--- config.mk ---
export PLATFORM = sky130hd
export DESIGN_NAME = ppi_port
export DESIGN_NICKNAME = d
export VERILOG_FILES = /design/src/verilog/ppi_fifo.v /design/src/verilog/ppi_apb.v /design/src/verilog/ppi_port.v
export VERILOG_INCLUDE_DIRS = /design/src /design/src/verilog
export SDC_FILE = /design/constraint.sdc
export NUM_CORES = 1
export LEC_CHECK = 0
export ABC_AREA = 1
export BUFFER_PORTS_ARGS = -buffer_cell sky130_fd_sc_hd__buf_2
export CAP_MARGIN = 20
export CORE_MARGIN = 2
export CORE_UTILIZATION = 45
export CTS_BUF_LIST = sky130_fd_sc_hd__clkbuf_4 sky130_fd_sc_hd__clkbuf_8
export DETAILED_ROUTE_END_ITERATION = 6
export GPL_TIMING_DRIVEN = 0
export HOLD_SLACK_MARGIN = 0.05
export MAX_ROUTING_LAYER = met4
export PLACE_DENSITY = 0.64
export SLEW_MARGIN = 40
export SYNTH_ARGS = -nofsm -noshare
export SYNTH_HDL_FRONTEND = slang
export SYNTH_SLANG_ARGS = --single-unit
--- constraint.sdc ---
create_clock -name ref_clk -period 3.23 [get_ports ref_clk]
set_input_delay 0.646 -clock ref_clk [delete_from_list [all_inputs] [get_ports ref_clk]]
set_output_delay 0.646 -clock ref_clk [all_outputs]
set_load 0.005 [all_outputs]
--- src/verilog/ppi_regs.vh ---
// Register offsets, field positions, reset values and timing counts of the printer input port
`ifndef PPI_REGS_VH
`define PPI_REGS_VH
`define PPI_CLK_HZ 50000000
`define PPI_ACK_NS 5000
`define PPI_ACK_CYC ((`PPI_ACK_NS * (`PPI_CLK_HZ / 1000000)) / 1000)
`define PPI_INIT_MIN_NS 50000
`define PPI_STB_MIN_NS 500
`define PPI_FIFO_DEPTH 32
`define PPI_DATA_W 8
`define PPI_ADDR_CTRL 12'h000
`define PPI_ADDR_STAT 12'h004
`define PPI_ADDR_DATA 12'h008
`define PPI_ADDR_CNT 12'h00C
`define PPI_CTRL_ONLINE 0
`define PPI_CTRL_NOMEDIA 1
`define PPI_CTRL_ERROR 2
`define PPI_CTRL_PRINTING 3
`define PPI_CTRL_AUTOLF 4
`define PPI_CTRL_ENTRY 5
`define PPI_CTRL_RESET 32'h0000_0001
`define PPI_STAT_EMPTY 0
`define PPI_STAT_FULL 1
`define PPI_STAT_BUSY 2
`define PPI_STAT_LINEADV 3
`define PPI_STAT_INITSEEN 4
`define PPI_DATA_VALID 8
`endif

--- src/verilog/ppi_fifo.v ---
// Synchronous FIFO carrying received bytes to the print controller
`timescale 1ns/1ps
module ppi_fifo #(
   parameter WIDTH = 8,
   parameter DEPTH = 32,
   parameter AW = 5
) (
   input wire ref_clk,
   input wire rstn,
   input wire clkEn,
   input wire flush,
   input wire [WIDTH-1:0] inData,
   input wire inValid,
   output wire inReady,
   output wire [WIDTH-1:0] outData,
   output wire outValid,
   input wire outReady,
   output wire [AW:0] level
);
   reg [WIDTH-1:0] mem [0:DEPTH-1];
   reg [AW:0] wrPtr_r;
   reg [AW:0] rdPtr_r;
   wire full;
   wire empty;
   wire push;
   wire pop;
   assign level = wrPtr_r - rdPtr_r;
   assign full = (level == DEPTH);
   assign empty = (wrPtr_r == rdPtr_r);
   assign inReady = ~full;
   assign outValid = ~empty;
   assign push = inValid & ~full;
   assign pop = outReady & ~empty;
   assign outData = mem[rdPtr_r[AW-1:0]];
   always @(posedge ref_clk) begin
      if (clkEn && push) begin
         mem[wrPtr_r[AW-1:0]] <= inData;
      end
   end
   always @(posedge ref_clk or negedge rstn) begin
      if (!rstn) begin
         wrPtr_r <= {(AW+1){1'b0}};
         rdPtr_r <= {(AW+1){1'b0}};
      end else if (clkEn) begin
         if (flush) begin
            wrPtr_r <= {(AW+1){1'b0}};
            rdPtr_r <= {(AW+1){1'b0}};
         end else begin
            if (push) begin
               wrPtr_r <= wrPtr_r + 1'b1;
            end
            if (pop) begin
               rdPtr_r <= rdPtr_r + 1'b1;
            end
         end
      end
   end
endmodule

--- src/verilog/ppi_apb.v ---
// APB slave holding the control word and reading back port state and received bytes
`timescale 1ns/1ps
`include "ppi_regs.vh"
module ppi_apb (
   input wire ref_clk,
   input wire rstn,
   input wire clkEn,
   input wire psel,
   input wire penable,
   input wire pwrite,
   input wire [11:0] paddr,
   input wire [31:0] pwdata,
   output reg [31:0] prdata,
   output wire pready,
   output wire pslverr,
   output reg [31:0] ctrl_r,
   input wire [7:0] statBits,
   input wire [7:0] fifoData,
   input wire fifoValid,
   input wire [5:0] fifoLevel,
   output wire fifoPop
);
   wire access;
   wire mapped;
   assign access = psel & penable & clkEn;
   assign pready = 1'b1;
   assign mapped = (paddr == `PPI_ADDR_CTRL) || (paddr == `PPI_ADDR_STAT) ||
      (paddr == `PPI_ADDR_DATA) || (paddr == `PPI_ADDR_CNT);
   assign pslverr = psel & penable & ~mapped;
   // Reading the data word consumes one byte, mirroring a printer pulling its buffer
   assign fifoPop = access & ~pwrite & (paddr == `PPI_ADDR_DATA) & fifoValid;
   always @* begin
      case (paddr)
         `PPI_ADDR_CTRL: prdata = ctrl_r;
         `PPI_ADDR_STAT: prdata = {24'h00_0000, statBits};
         `PPI_ADDR_DATA: prdata = {23'h00_0000, fifoValid, fifoData};
         `PPI_ADDR_CNT: prdata = {26'h000_0000, fifoLevel};
         default: prdata = 32'h0000_0000;
      endcase
   end
   always @(posedge ref_clk or negedge rstn) begin
      if (!rstn) begin
         ctrl_r <= `PPI_CTRL_RESET;
      end else if (access && pwrite && paddr == `PPI_ADDR_CTRL) begin
         ctrl_r <= pwdata;
      end
   end
endmodule

--- src/verilog/ppi_port.v ---
// Printer side of the strobed 8-bit parallel input port
// Function
// - Strobe idles high, byte captured while low
// - Eight data lines, high means one
// - Emit about 5 us accepted pulse
// - Busy high during entry, printing, offline, error
// - No-media output high when paper out
// - Selected output shows printer selected
// - Line-advance low feeds line after printing
// - Host reset low clears controller and buffer; code flushes buffer and resets handshake, leaves control word
// - Error output low on paper-out, offline, error
// - Accept data only while entry enable low; code also accepts with entryEnableInN high while entryStrap is high
`timescale 1ns/1ps
`include "ppi_regs.vh"
module ppi_port #(
   parameter DATA_W = `PPI_DATA_W,
   parameter FIFO_DEPTH = `PPI_FIFO_DEPTH,
   parameter ACK_CYC = `PPI_ACK_CYC
) (
   input wire ref_clk,
   input wire rstn,
   input wire clkEn,
   input wire strobeN,
   input wire [DATA_W-1:0] dataIn,
   input wire initN,
   input wire lineAdvanceReqN,
   input wire entryEnableInN,
   input wire autoLfStrap,
   input wire entryStrap,
   output reg byteAcceptedPulseN,
   output wire busy,
   output wire noMediaFlag,
   output wire onlineSelected,
   output wire errorN,
   output wire lineAdvance,
   input wire psel,
   input wire penable,
   input wire pwrite,
   input wire [11:0] paddr,
   input wire [31:0] pwdata,
   output wire [31:0] prdata,
   output wire pready,
   output wire pslverr
);
   // ==========================================
   // States of the receive handshake
   localparam ST_IDLE = 2'd0;
   localparam ST_LOW = 2'd1;
   localparam ST_PUSH = 2'd2;
   localparam ST_ACK = 2'd3;
   localparam [15:0] CNT_ZERO = 16'h0000;
   localparam [15:0] CNT_ONE = 16'h0001;

   // ==========================================
   // Helpers
   // Falling level between two samples of an idle-high host line
   function fall_edge;
      input prev;
      input now;
      begin
         fall_edge = prev & ~now;
      end
   endfunction

   // A new byte is taken only from idle, so a strobe during the pulse is ignored
   function strobe_taken;
      input [1:0] st;
      input fall;
      input ok;
      input on;
      begin
         strobe_taken = (st == ST_IDLE) && fall && ok && on;
      end
   endfunction

   function ack_done;
      input [1:0] st;
      input [15:0] cnt;
      begin
         ack_done = (st == ST_ACK) && (cnt == CNT_ZERO);
      end
   endfunction

   // ==========================================
   // Internal signals
   // Registered state and its next values
   reg [1:0] state_r;
   reg [1:0] state_nxt;
   reg [DATA_W-1:0] byte_r;
   reg [DATA_W-1:0] byte_nxt;
   reg [15:0] ackCnt_r;
   reg [15:0] ackCnt_nxt;
   reg ackPulse_nxt;
   reg strobePrev_r;
   reg initPrev_r;
   reg initSeen_r;
   reg initSeen_nxt;

   // Nets
   wire [31:0] ctrl;
   wire [31:0] ackLoadFull;
   wire [15:0] ackLoad;
   wire fifoInReady;
   wire fifoOutValid;
   wire [DATA_W-1:0] fifoOutData;
   wire [5:0] fifoLevel;
   wire fifoPop;
   wire fifoPush;
   wire online;
   wire printErr;
   wire printing;
   wire entryOk;
   wire hostInit;
   wire strobeFall;
   wire initFall;
   wire statRead;
   wire portBusy;
   wire busyPrinting;
   wire busyFull;
   wire busyOffline;
   wire busyError;
   wire busyInit;
   wire [7:0] statBits;

   // ==========================================
   // Pulse length kept in the counter width; settings above 65536 cycles would wrap
   assign ackLoadFull = ACK_CYC - 1;
   assign ackLoad = ackLoadFull[15:0];

   // ==========================================
   // Controller state from software
   assign online = ctrl[`PPI_CTRL_ONLINE];
   assign printErr = ctrl[`PPI_CTRL_ERROR];
   assign printing = ctrl[`PPI_CTRL_PRINTING];
   assign noMediaFlag = ctrl[`PPI_CTRL_NOMEDIA];
   assign onlineSelected = online;
   assign errorN = ~(noMediaFlag | ~online | printErr);

   // ==========================================
   // Host pins
   assign hostInit = ~initN;
   assign strobeFall = fall_edge(strobePrev_r, strobeN);
   assign initFall = fall_edge(initPrev_r, initN);
   // Straps act like the internal switches that tie the inputs low
   assign entryOk = ~entryEnableInN | entryStrap;
   assign lineAdvance = ~lineAdvanceReqN | autoLfStrap | ctrl[`PPI_CTRL_AUTOLF];
   assign statRead = psel & penable & ~pwrite & (paddr == `PPI_ADDR_STAT);

   // History resets to the idle level, so no false edge follows reset
   always @(posedge ref_clk or negedge rstn) begin
      if (!rstn) begin
         strobePrev_r <= 1'b1;
         initPrev_r <= 1'b1;
      end else if (clkEn) begin
         strobePrev_r <= strobeN;
         initPrev_r <= initN;
      end
   end

   // ==========================================
   // Busy sources
   assign portBusy = (state_r != ST_IDLE) | ~strobeN;
   assign busyPrinting = printing;
   // Buffer full counts as printing: the controller cannot take data
   assign busyFull = ~fifoInReady;
   assign busyOffline = ~online;
   assign busyError = printErr | noMediaFlag;
   assign busyInit = hostInit;
   assign busy = portBusy | busyPrinting | busyFull | busyOffline | busyError
      | busyInit;

   // ==========================================
   // Handshake sequencing
   always @* begin
      state_nxt = state_r;
      case (state_r)
         ST_IDLE: begin
            if (strobe_taken(state_r, strobeFall, entryOk, online)) begin
               state_nxt = ST_LOW;
            end
         end
         ST_LOW: begin
            if (strobeN) begin
               state_nxt = ST_PUSH;
            end
         end
         ST_PUSH: begin
            if (fifoInReady) begin
               state_nxt = ST_ACK;
            end
         end
         ST_ACK: begin
            if (ack_done(state_r, ackCnt_r)) begin
               state_nxt = ST_IDLE;
            end
         end
         default: state_nxt = ST_IDLE;
      endcase
   end

   always @(posedge ref_clk or negedge rstn) begin
      if (!rstn) begin
         state_r <= ST_IDLE;
      end else if (clkEn) begin
         if (hostInit) begin
            state_r <= ST_IDLE;
         end else begin
            state_r <= state_nxt;
         end
      end
   end

   // ==========================================
   // Byte latch follows the lines only while the strobe is low
   always @* begin
      byte_nxt = byte_r;
      if (strobe_taken(state_r, strobeFall, entryOk, online)) begin
         byte_nxt = dataIn;
      end else if (state_r == ST_LOW && !strobeN) begin
         byte_nxt = dataIn;
      end
   end

   always @(posedge ref_clk or negedge rstn) begin
      if (!rstn) begin
         byte_r <= {DATA_W{1'b0}};
      end else if (clkEn && !hostInit) begin
         byte_r <= byte_nxt;
      end
   end

   // ==========================================
   // Accepted pulse timing
   assign fifoPush = (state_r == ST_PUSH) & fifoInReady;

   always @* begin
      ackCnt_nxt = ackCnt_r;
      ackPulse_nxt = byteAcceptedPulseN;
      if (fifoPush) begin
         ackPulse_nxt = 1'b0;
         ackCnt_nxt = ackLoad;
      end else if (ack_done(state_r, ackCnt_r)) begin
         ackPulse_nxt = 1'b1;
      end else if (state_r == ST_ACK) begin
         ackCnt_nxt = ackCnt_r - CNT_ONE;
      end
   end

   always @(posedge ref_clk or negedge rstn) begin
      if (!rstn) begin
         ackCnt_r <= CNT_ZERO;
         byteAcceptedPulseN <= 1'b1;
      end else if (clkEn) begin
         if (hostInit) begin
            ackCnt_r <= CNT_ZERO;
            byteAcceptedPulseN <= 1'b1;
         end else begin
            ackCnt_r <= ackCnt_nxt;
            byteAcceptedPulseN <= ackPulse_nxt;
         end
      end
   end

   // ==========================================
   // Host reset marker, cleared by a status read; a new reset in that cycle wins
   always @* begin
      initSeen_nxt = initSeen_r;
      if (statRead) begin
         initSeen_nxt = 1'b0;
      end
      if (initFall) begin
         initSeen_nxt = 1'b1;
      end
   end

   always @(posedge ref_clk or negedge rstn) begin
      if (!rstn) begin
         initSeen_r <= 1'b0;
      end else if (clkEn) begin
         initSeen_r <= initSeen_nxt;
      end
   end

   // ==========================================
   // Status word
   assign statBits[`PPI_STAT_EMPTY] = ~fifoOutValid;
   assign statBits[`PPI_STAT_FULL] = ~fifoInReady;
   assign statBits[`PPI_STAT_BUSY] = busy;
   assign statBits[`PPI_STAT_LINEADV] = lineAdvance;
   assign statBits[`PPI_STAT_INITSEEN] = initSeen_r;
   assign statBits[7:5] = 3'b000;

   // ==========================================
   // Byte buffer and register access
   ppi_fifo #(
      .WIDTH(DATA_W),
      .DEPTH(FIFO_DEPTH),
      .AW(5)
   ) u_fifo (
      .ref_clk(ref_clk),
      .rstn(rstn),
      .clkEn(clkEn),
      .flush(hostInit),
      .inData(byte_r),
      .inValid(state_r == ST_PUSH),
      .inReady(fifoInReady),
      .outData(fifoOutData),
      .outValid(fifoOutValid),
      .outReady(fifoPop),
      .level(fifoLevel)
   );

   ppi_apb u_apb (
      .ref_clk(ref_clk),
      .rstn(rstn),
      .clkEn(clkEn),
      .psel(psel),
      .penable(penable),
      .pwrite(pwrite),
      .paddr(paddr),
      .pwdata(pwdata),
      .prdata(prdata),
      .pready(pready),
      .pslverr(pslverr),
      .ctrl_r(ctrl),
      .statBits(statBits),
      .fifoData(fifoOutData),
      .fifoValid(fifoOutValid),
      .fifoLevel(fifoLevel),
      .fifoPop(fifoPop)
   );
endmodule

==> metrics.md <==
| Metric | Value |
|---|---|
| XOR/XNOR Fraction of Synth Area | 1.21% |
| Yosys reg bits | 330 |
| Critical path fanouts, max | 10 |
| Yosys top cell by area | edfxtp_1 |
| Clk sink count | 330 |
| Post-Syn Area per Cell | 11.6 µm² |
| Die height | 183 µm |
| Fill cells | 2673 |
| WP depth | 9 |
| Worst Hold Class | primary input to flop |
| Clock transition at the registers of the reported paths | 70 ps |
| Cts bufs inserted | 53 |
| TritonRoute pass-1 iters | 6 |
| Seq pwr share | 50.2% |
| Synthesized cell area | 14400 µm² |
| Share of cells above drive strength 1 | 28.4% |
| Number of synthesized flops with an enable pin | 256 |
| Final HPWL DP | 25.8 mm |
| Fmax | 0.303 GHz |
| Failing checks | negative setup slack |
| Iter 0 DRT Violations | 1184 |
| Yosys warns | 0 |
| CP arrival | 2660 ps |
| Hold Violations, Final | 0 |
| Clock skew | 38.5 ps |
| Vias in the first global route | 10200 |
| End point of the critical path | prdata[2] |
| Slew @ Worst Pin | 745 ps |
| Die ar. | 33500 µm² |
| Ranking of synthesized cells by area | edfxtp_1 53%, dfrtp_1 12%, nor2_1 5.9% |
| GP Congestion | 0.952 |
| Register area | 9560 µm² |
| Hold Path Origin | pwdata[10] |
| Crit-path max cell delay | 450 ps |
| Tot Pwr | 0.0118 W |
| Yosys cell types | 46 |
| Routed Antenna Nets | 0 |
| Worst reg-to-reg path cell count | 14 |
| Multiplexer area fraction after synthesis | 3.90% |
| First-pass GRT wire length | 59.8 mm |
| Post-layout minimum cycle time | 3300 ps |
| Critical Path RT | 2580 ps |
| Cell Int Power | 0.00796 W |
| Critical path's slowest cell | dfrtp_2 |
| Vias/cell | 5.62 |
| Setup ws final | -74.4 ps |
| Worst Setup SP | u_fifo.rdPtr_r[0]$_DFFE_PN0P_ |
| GR Overflow Total | 0 |
| Pin count of the biggest net entering global routing | 45 |
| Worst r2r dst | u_fifo.mem[6][3]$_DFFE_PP_ |
| Mapped Cells | 1245 |
| Core area | 31600 µm² |
| Largest delay contributor family on the critical path | compound AO/OA/AOI/OAI gates |
| Max-slew headroom | 50.2% |
| Worst path bufs/invs | 3 |
| Seq/Total Area, Yosys | 66.2% |
| Die width | 183 µm |
| Setup crit end kind | output port |
| Async S/R FF share, synth | 22.4% |
| Worst setup SP type | flop |
| Synth Area in Compound Gates | 9.76% |
| Peak supply drop | 868 µV |
| Port Buf Inserts | 102 |
| Power Dens Cells | 677 nW/µm² |
| Outcome | finished with violations |
| Max Root-Sink Buffers | 3 |
| Fin crit share | 102% |
| Pleak | 6.73 nW |
| CP Class | flop to output port |
| Clk_lat worst skew | 600 ps |
| Clock share of power | 29.7% |
| Commonest non-fill, non-tap cell in the layout | edfxtp_1 |
| Rows | 65 |
| Worst R2R Start | u_fifo.rdPtr_r[3]$_DFFE_PN0P_ |
| Most frequent cells in the layout | 256 x edfxtp_1, 190 x nor2_1, 117 x o21ai_0 |
| Main flop type after synthesis | edfxtp_1 |
| Largest family of logic cells by synthesized area | simple AND/OR/NAND/NOR gates |
| RSZ-0062 raised after global routing | yes |
| Routed WL | 39.7 mm |
| Antenna violations before repair | 0 |
| Finish-stage setup viols | 30 |
| Area Overhead vs Synth | 20.4% |
| Vias | 10500 |
| Residual DRC | 0 |
| Final Slew Violations | 0 |
| Routed len/inst | 21.3 µm |
| Gr usage total | 24.5% |
| Max-cap violations | 0 |
| ANT cells | 0 |
| H-tree levels | 2 |
| Cell breakdown of the critical path | buf_8 -> clkbuf_2 -> o21ai_0 -> o22ai_1 -> a21oi_1 -> nand3_1 -> nand3_1 -> nand3b_1 -> buf_2 |
| Area share of the largest cell type after synthesis | 53.3% |
| Mapped Nets | 1325 |
| R2r setup slk | -50 ps |
| Final net count | 1502 |
| Adder-Cell Fraction of Synth Area | 1.44% |
| NetSw | 0.00380 W |
| Initial core utilization | 45.7% |
| Switch share | 32.3% |
| Simple-Gate Fraction of Synth Area | 13.4% |
| Pre-CTS setup slack | -892 ps |
| Most used cell, CP | nand3_1 |
| Root buffer cell | clkbuf_8 |
| CTS tree | done |
| IO Pins | 104 |
| Combinational Power Share | 20.1% |
| Multi-input gate area | 4720 µm² |
==> routing by layer <==
| layer | global-route usage [%] | up-vias | share of wire (%) |
|---|---|---|---|
| li1 | - | 4778 | - |
| met1 | 30.9 | 5199 | 40 |
| met2 | 38.8 | 416 | 48 |
| met3 | 5.36 | 108 | 7.6 |
| met4 | 9.73 | 0 | 3.8 |
| met5 | - | - | 0 |
==> cell type report <==
type | instances | area share (%)
inverters | 81 | 1.83
well taps | 402 | 2.90
flip-flops and latches | 330 | 55.0
clock buffers | 71 | 5.01
clock inverters | 28 | 0.922
plain buffers | 56 | 2.90
multi-input cells | 774 | 27.2
repair buffers | 126 | 4.25
==> registers in the layout (all words and copies together), names as in the netlist <==
signal	cells
initPrev_r	1
u_fifo.mem	256
ackCnt_r	16
u_apb.ctrl_r	32
state_r	2
u_fifo.rdPtr_r	6
byte_r	8
byteAcceptedPulseN	1
u_fifo.wrPtr_r	6
strobePrev_r	1
initSeen_r	1
==> timing repair <==
item / in CTS / in global routing
pin swaps: 7 / 22
setup endpoints to repair: 266 / 225
gates resized for setup: 140 / 87
endpoints found under the hold margin: 30 / 0
buffers inserted: 12 / 10
hold buffers: 1 / 0
==> worst min path at each step <==
stage | slack, ps | end | cells past startpoint
floorplan | 350 | ackCnt_r[0]$_DFFE_PN0P_ | 0
global placement | 460 | strobePrev_r$_DFFE_PN1P_ | 2
detailed placement | 460 | strobePrev_r$_DFFE_PN1P_ | 2
CTS | 250 | u_apb.ctrl_r[10]$_DFFE_PN0P_ | 2
global route | 270 | u_apb.ctrl_r[10]$_DFFE_PN0P_ | 2
finish | 280 | u_apb.ctrl_r[10]$_DFFE_PN0P_ | 2
==> power groups by stage <==
| stage | logic [W] | registers, W | clock network, W |
|---|---|---|---|
| after detailed placement | 0.00190 | 0.00598 | 0 |
| after global placement | 0.00187 | 0.00597 | 0 |
| after global routing | 0.00260 | 0.00596 | 0.00372 |
| final | 0.00237 | 0.00590 | 0.00349 |
| after CTS | 0.00210 | 0.00589 | 0.00353 |
| after floorplan | 0.00128 | 0.00563 | 0 |
==> per-stage QoR <==
stage	util [%]	cells	setup TNS [ps]	instance area (µm²)	hold WS, ps
final	55.1	1868	-914	17400	282
after global routing	55.1	1868	-12370	17400	268
after CTS	53.9	1860	-6650	17000	252
after detailed placement	49.1	1750	-187810	15500	457
after global placement	48.9	1749	-183850	15400	455
after floorplan	-	1245	0	14400	350
==> cell usage after synthesis, types with 3 or more instances <==
library cell	number
ha_1	15
mux2_2	10
nor3_1	10
buf_6	3
o22ai_1	21
xor2_1	16
buf_2	16
o211ai_1	16
xnor2_1	4
nand4_1	4
dfstp_2	4
nor2_1	227
nand3_4	3
clkbuf_1	34
mux2_4	30
edfxtp_1	256
nand3_1	81
a21oi_1	29
inv_1	74
o221ai_1	17
o21ai_0	137
dfrtp_1	70
clkinv_1	4
buf_1	4
nand3b_1	3
nand2_1	110
o21ai_1	6
a22oi_1	15
buf_4	3
==> logic make-up (layout without fill, tap and decap cells) <==
kind of cell	count (synthesis)	in the layout
mux	40	40
other cells	1	1
compound gates	245	245
simple gates	452	452
buf+inv	141	362
flops	330	330
fa+ha+maj	16	16
xor+xnor	20	20
Power figures use the tool's default switching activity.
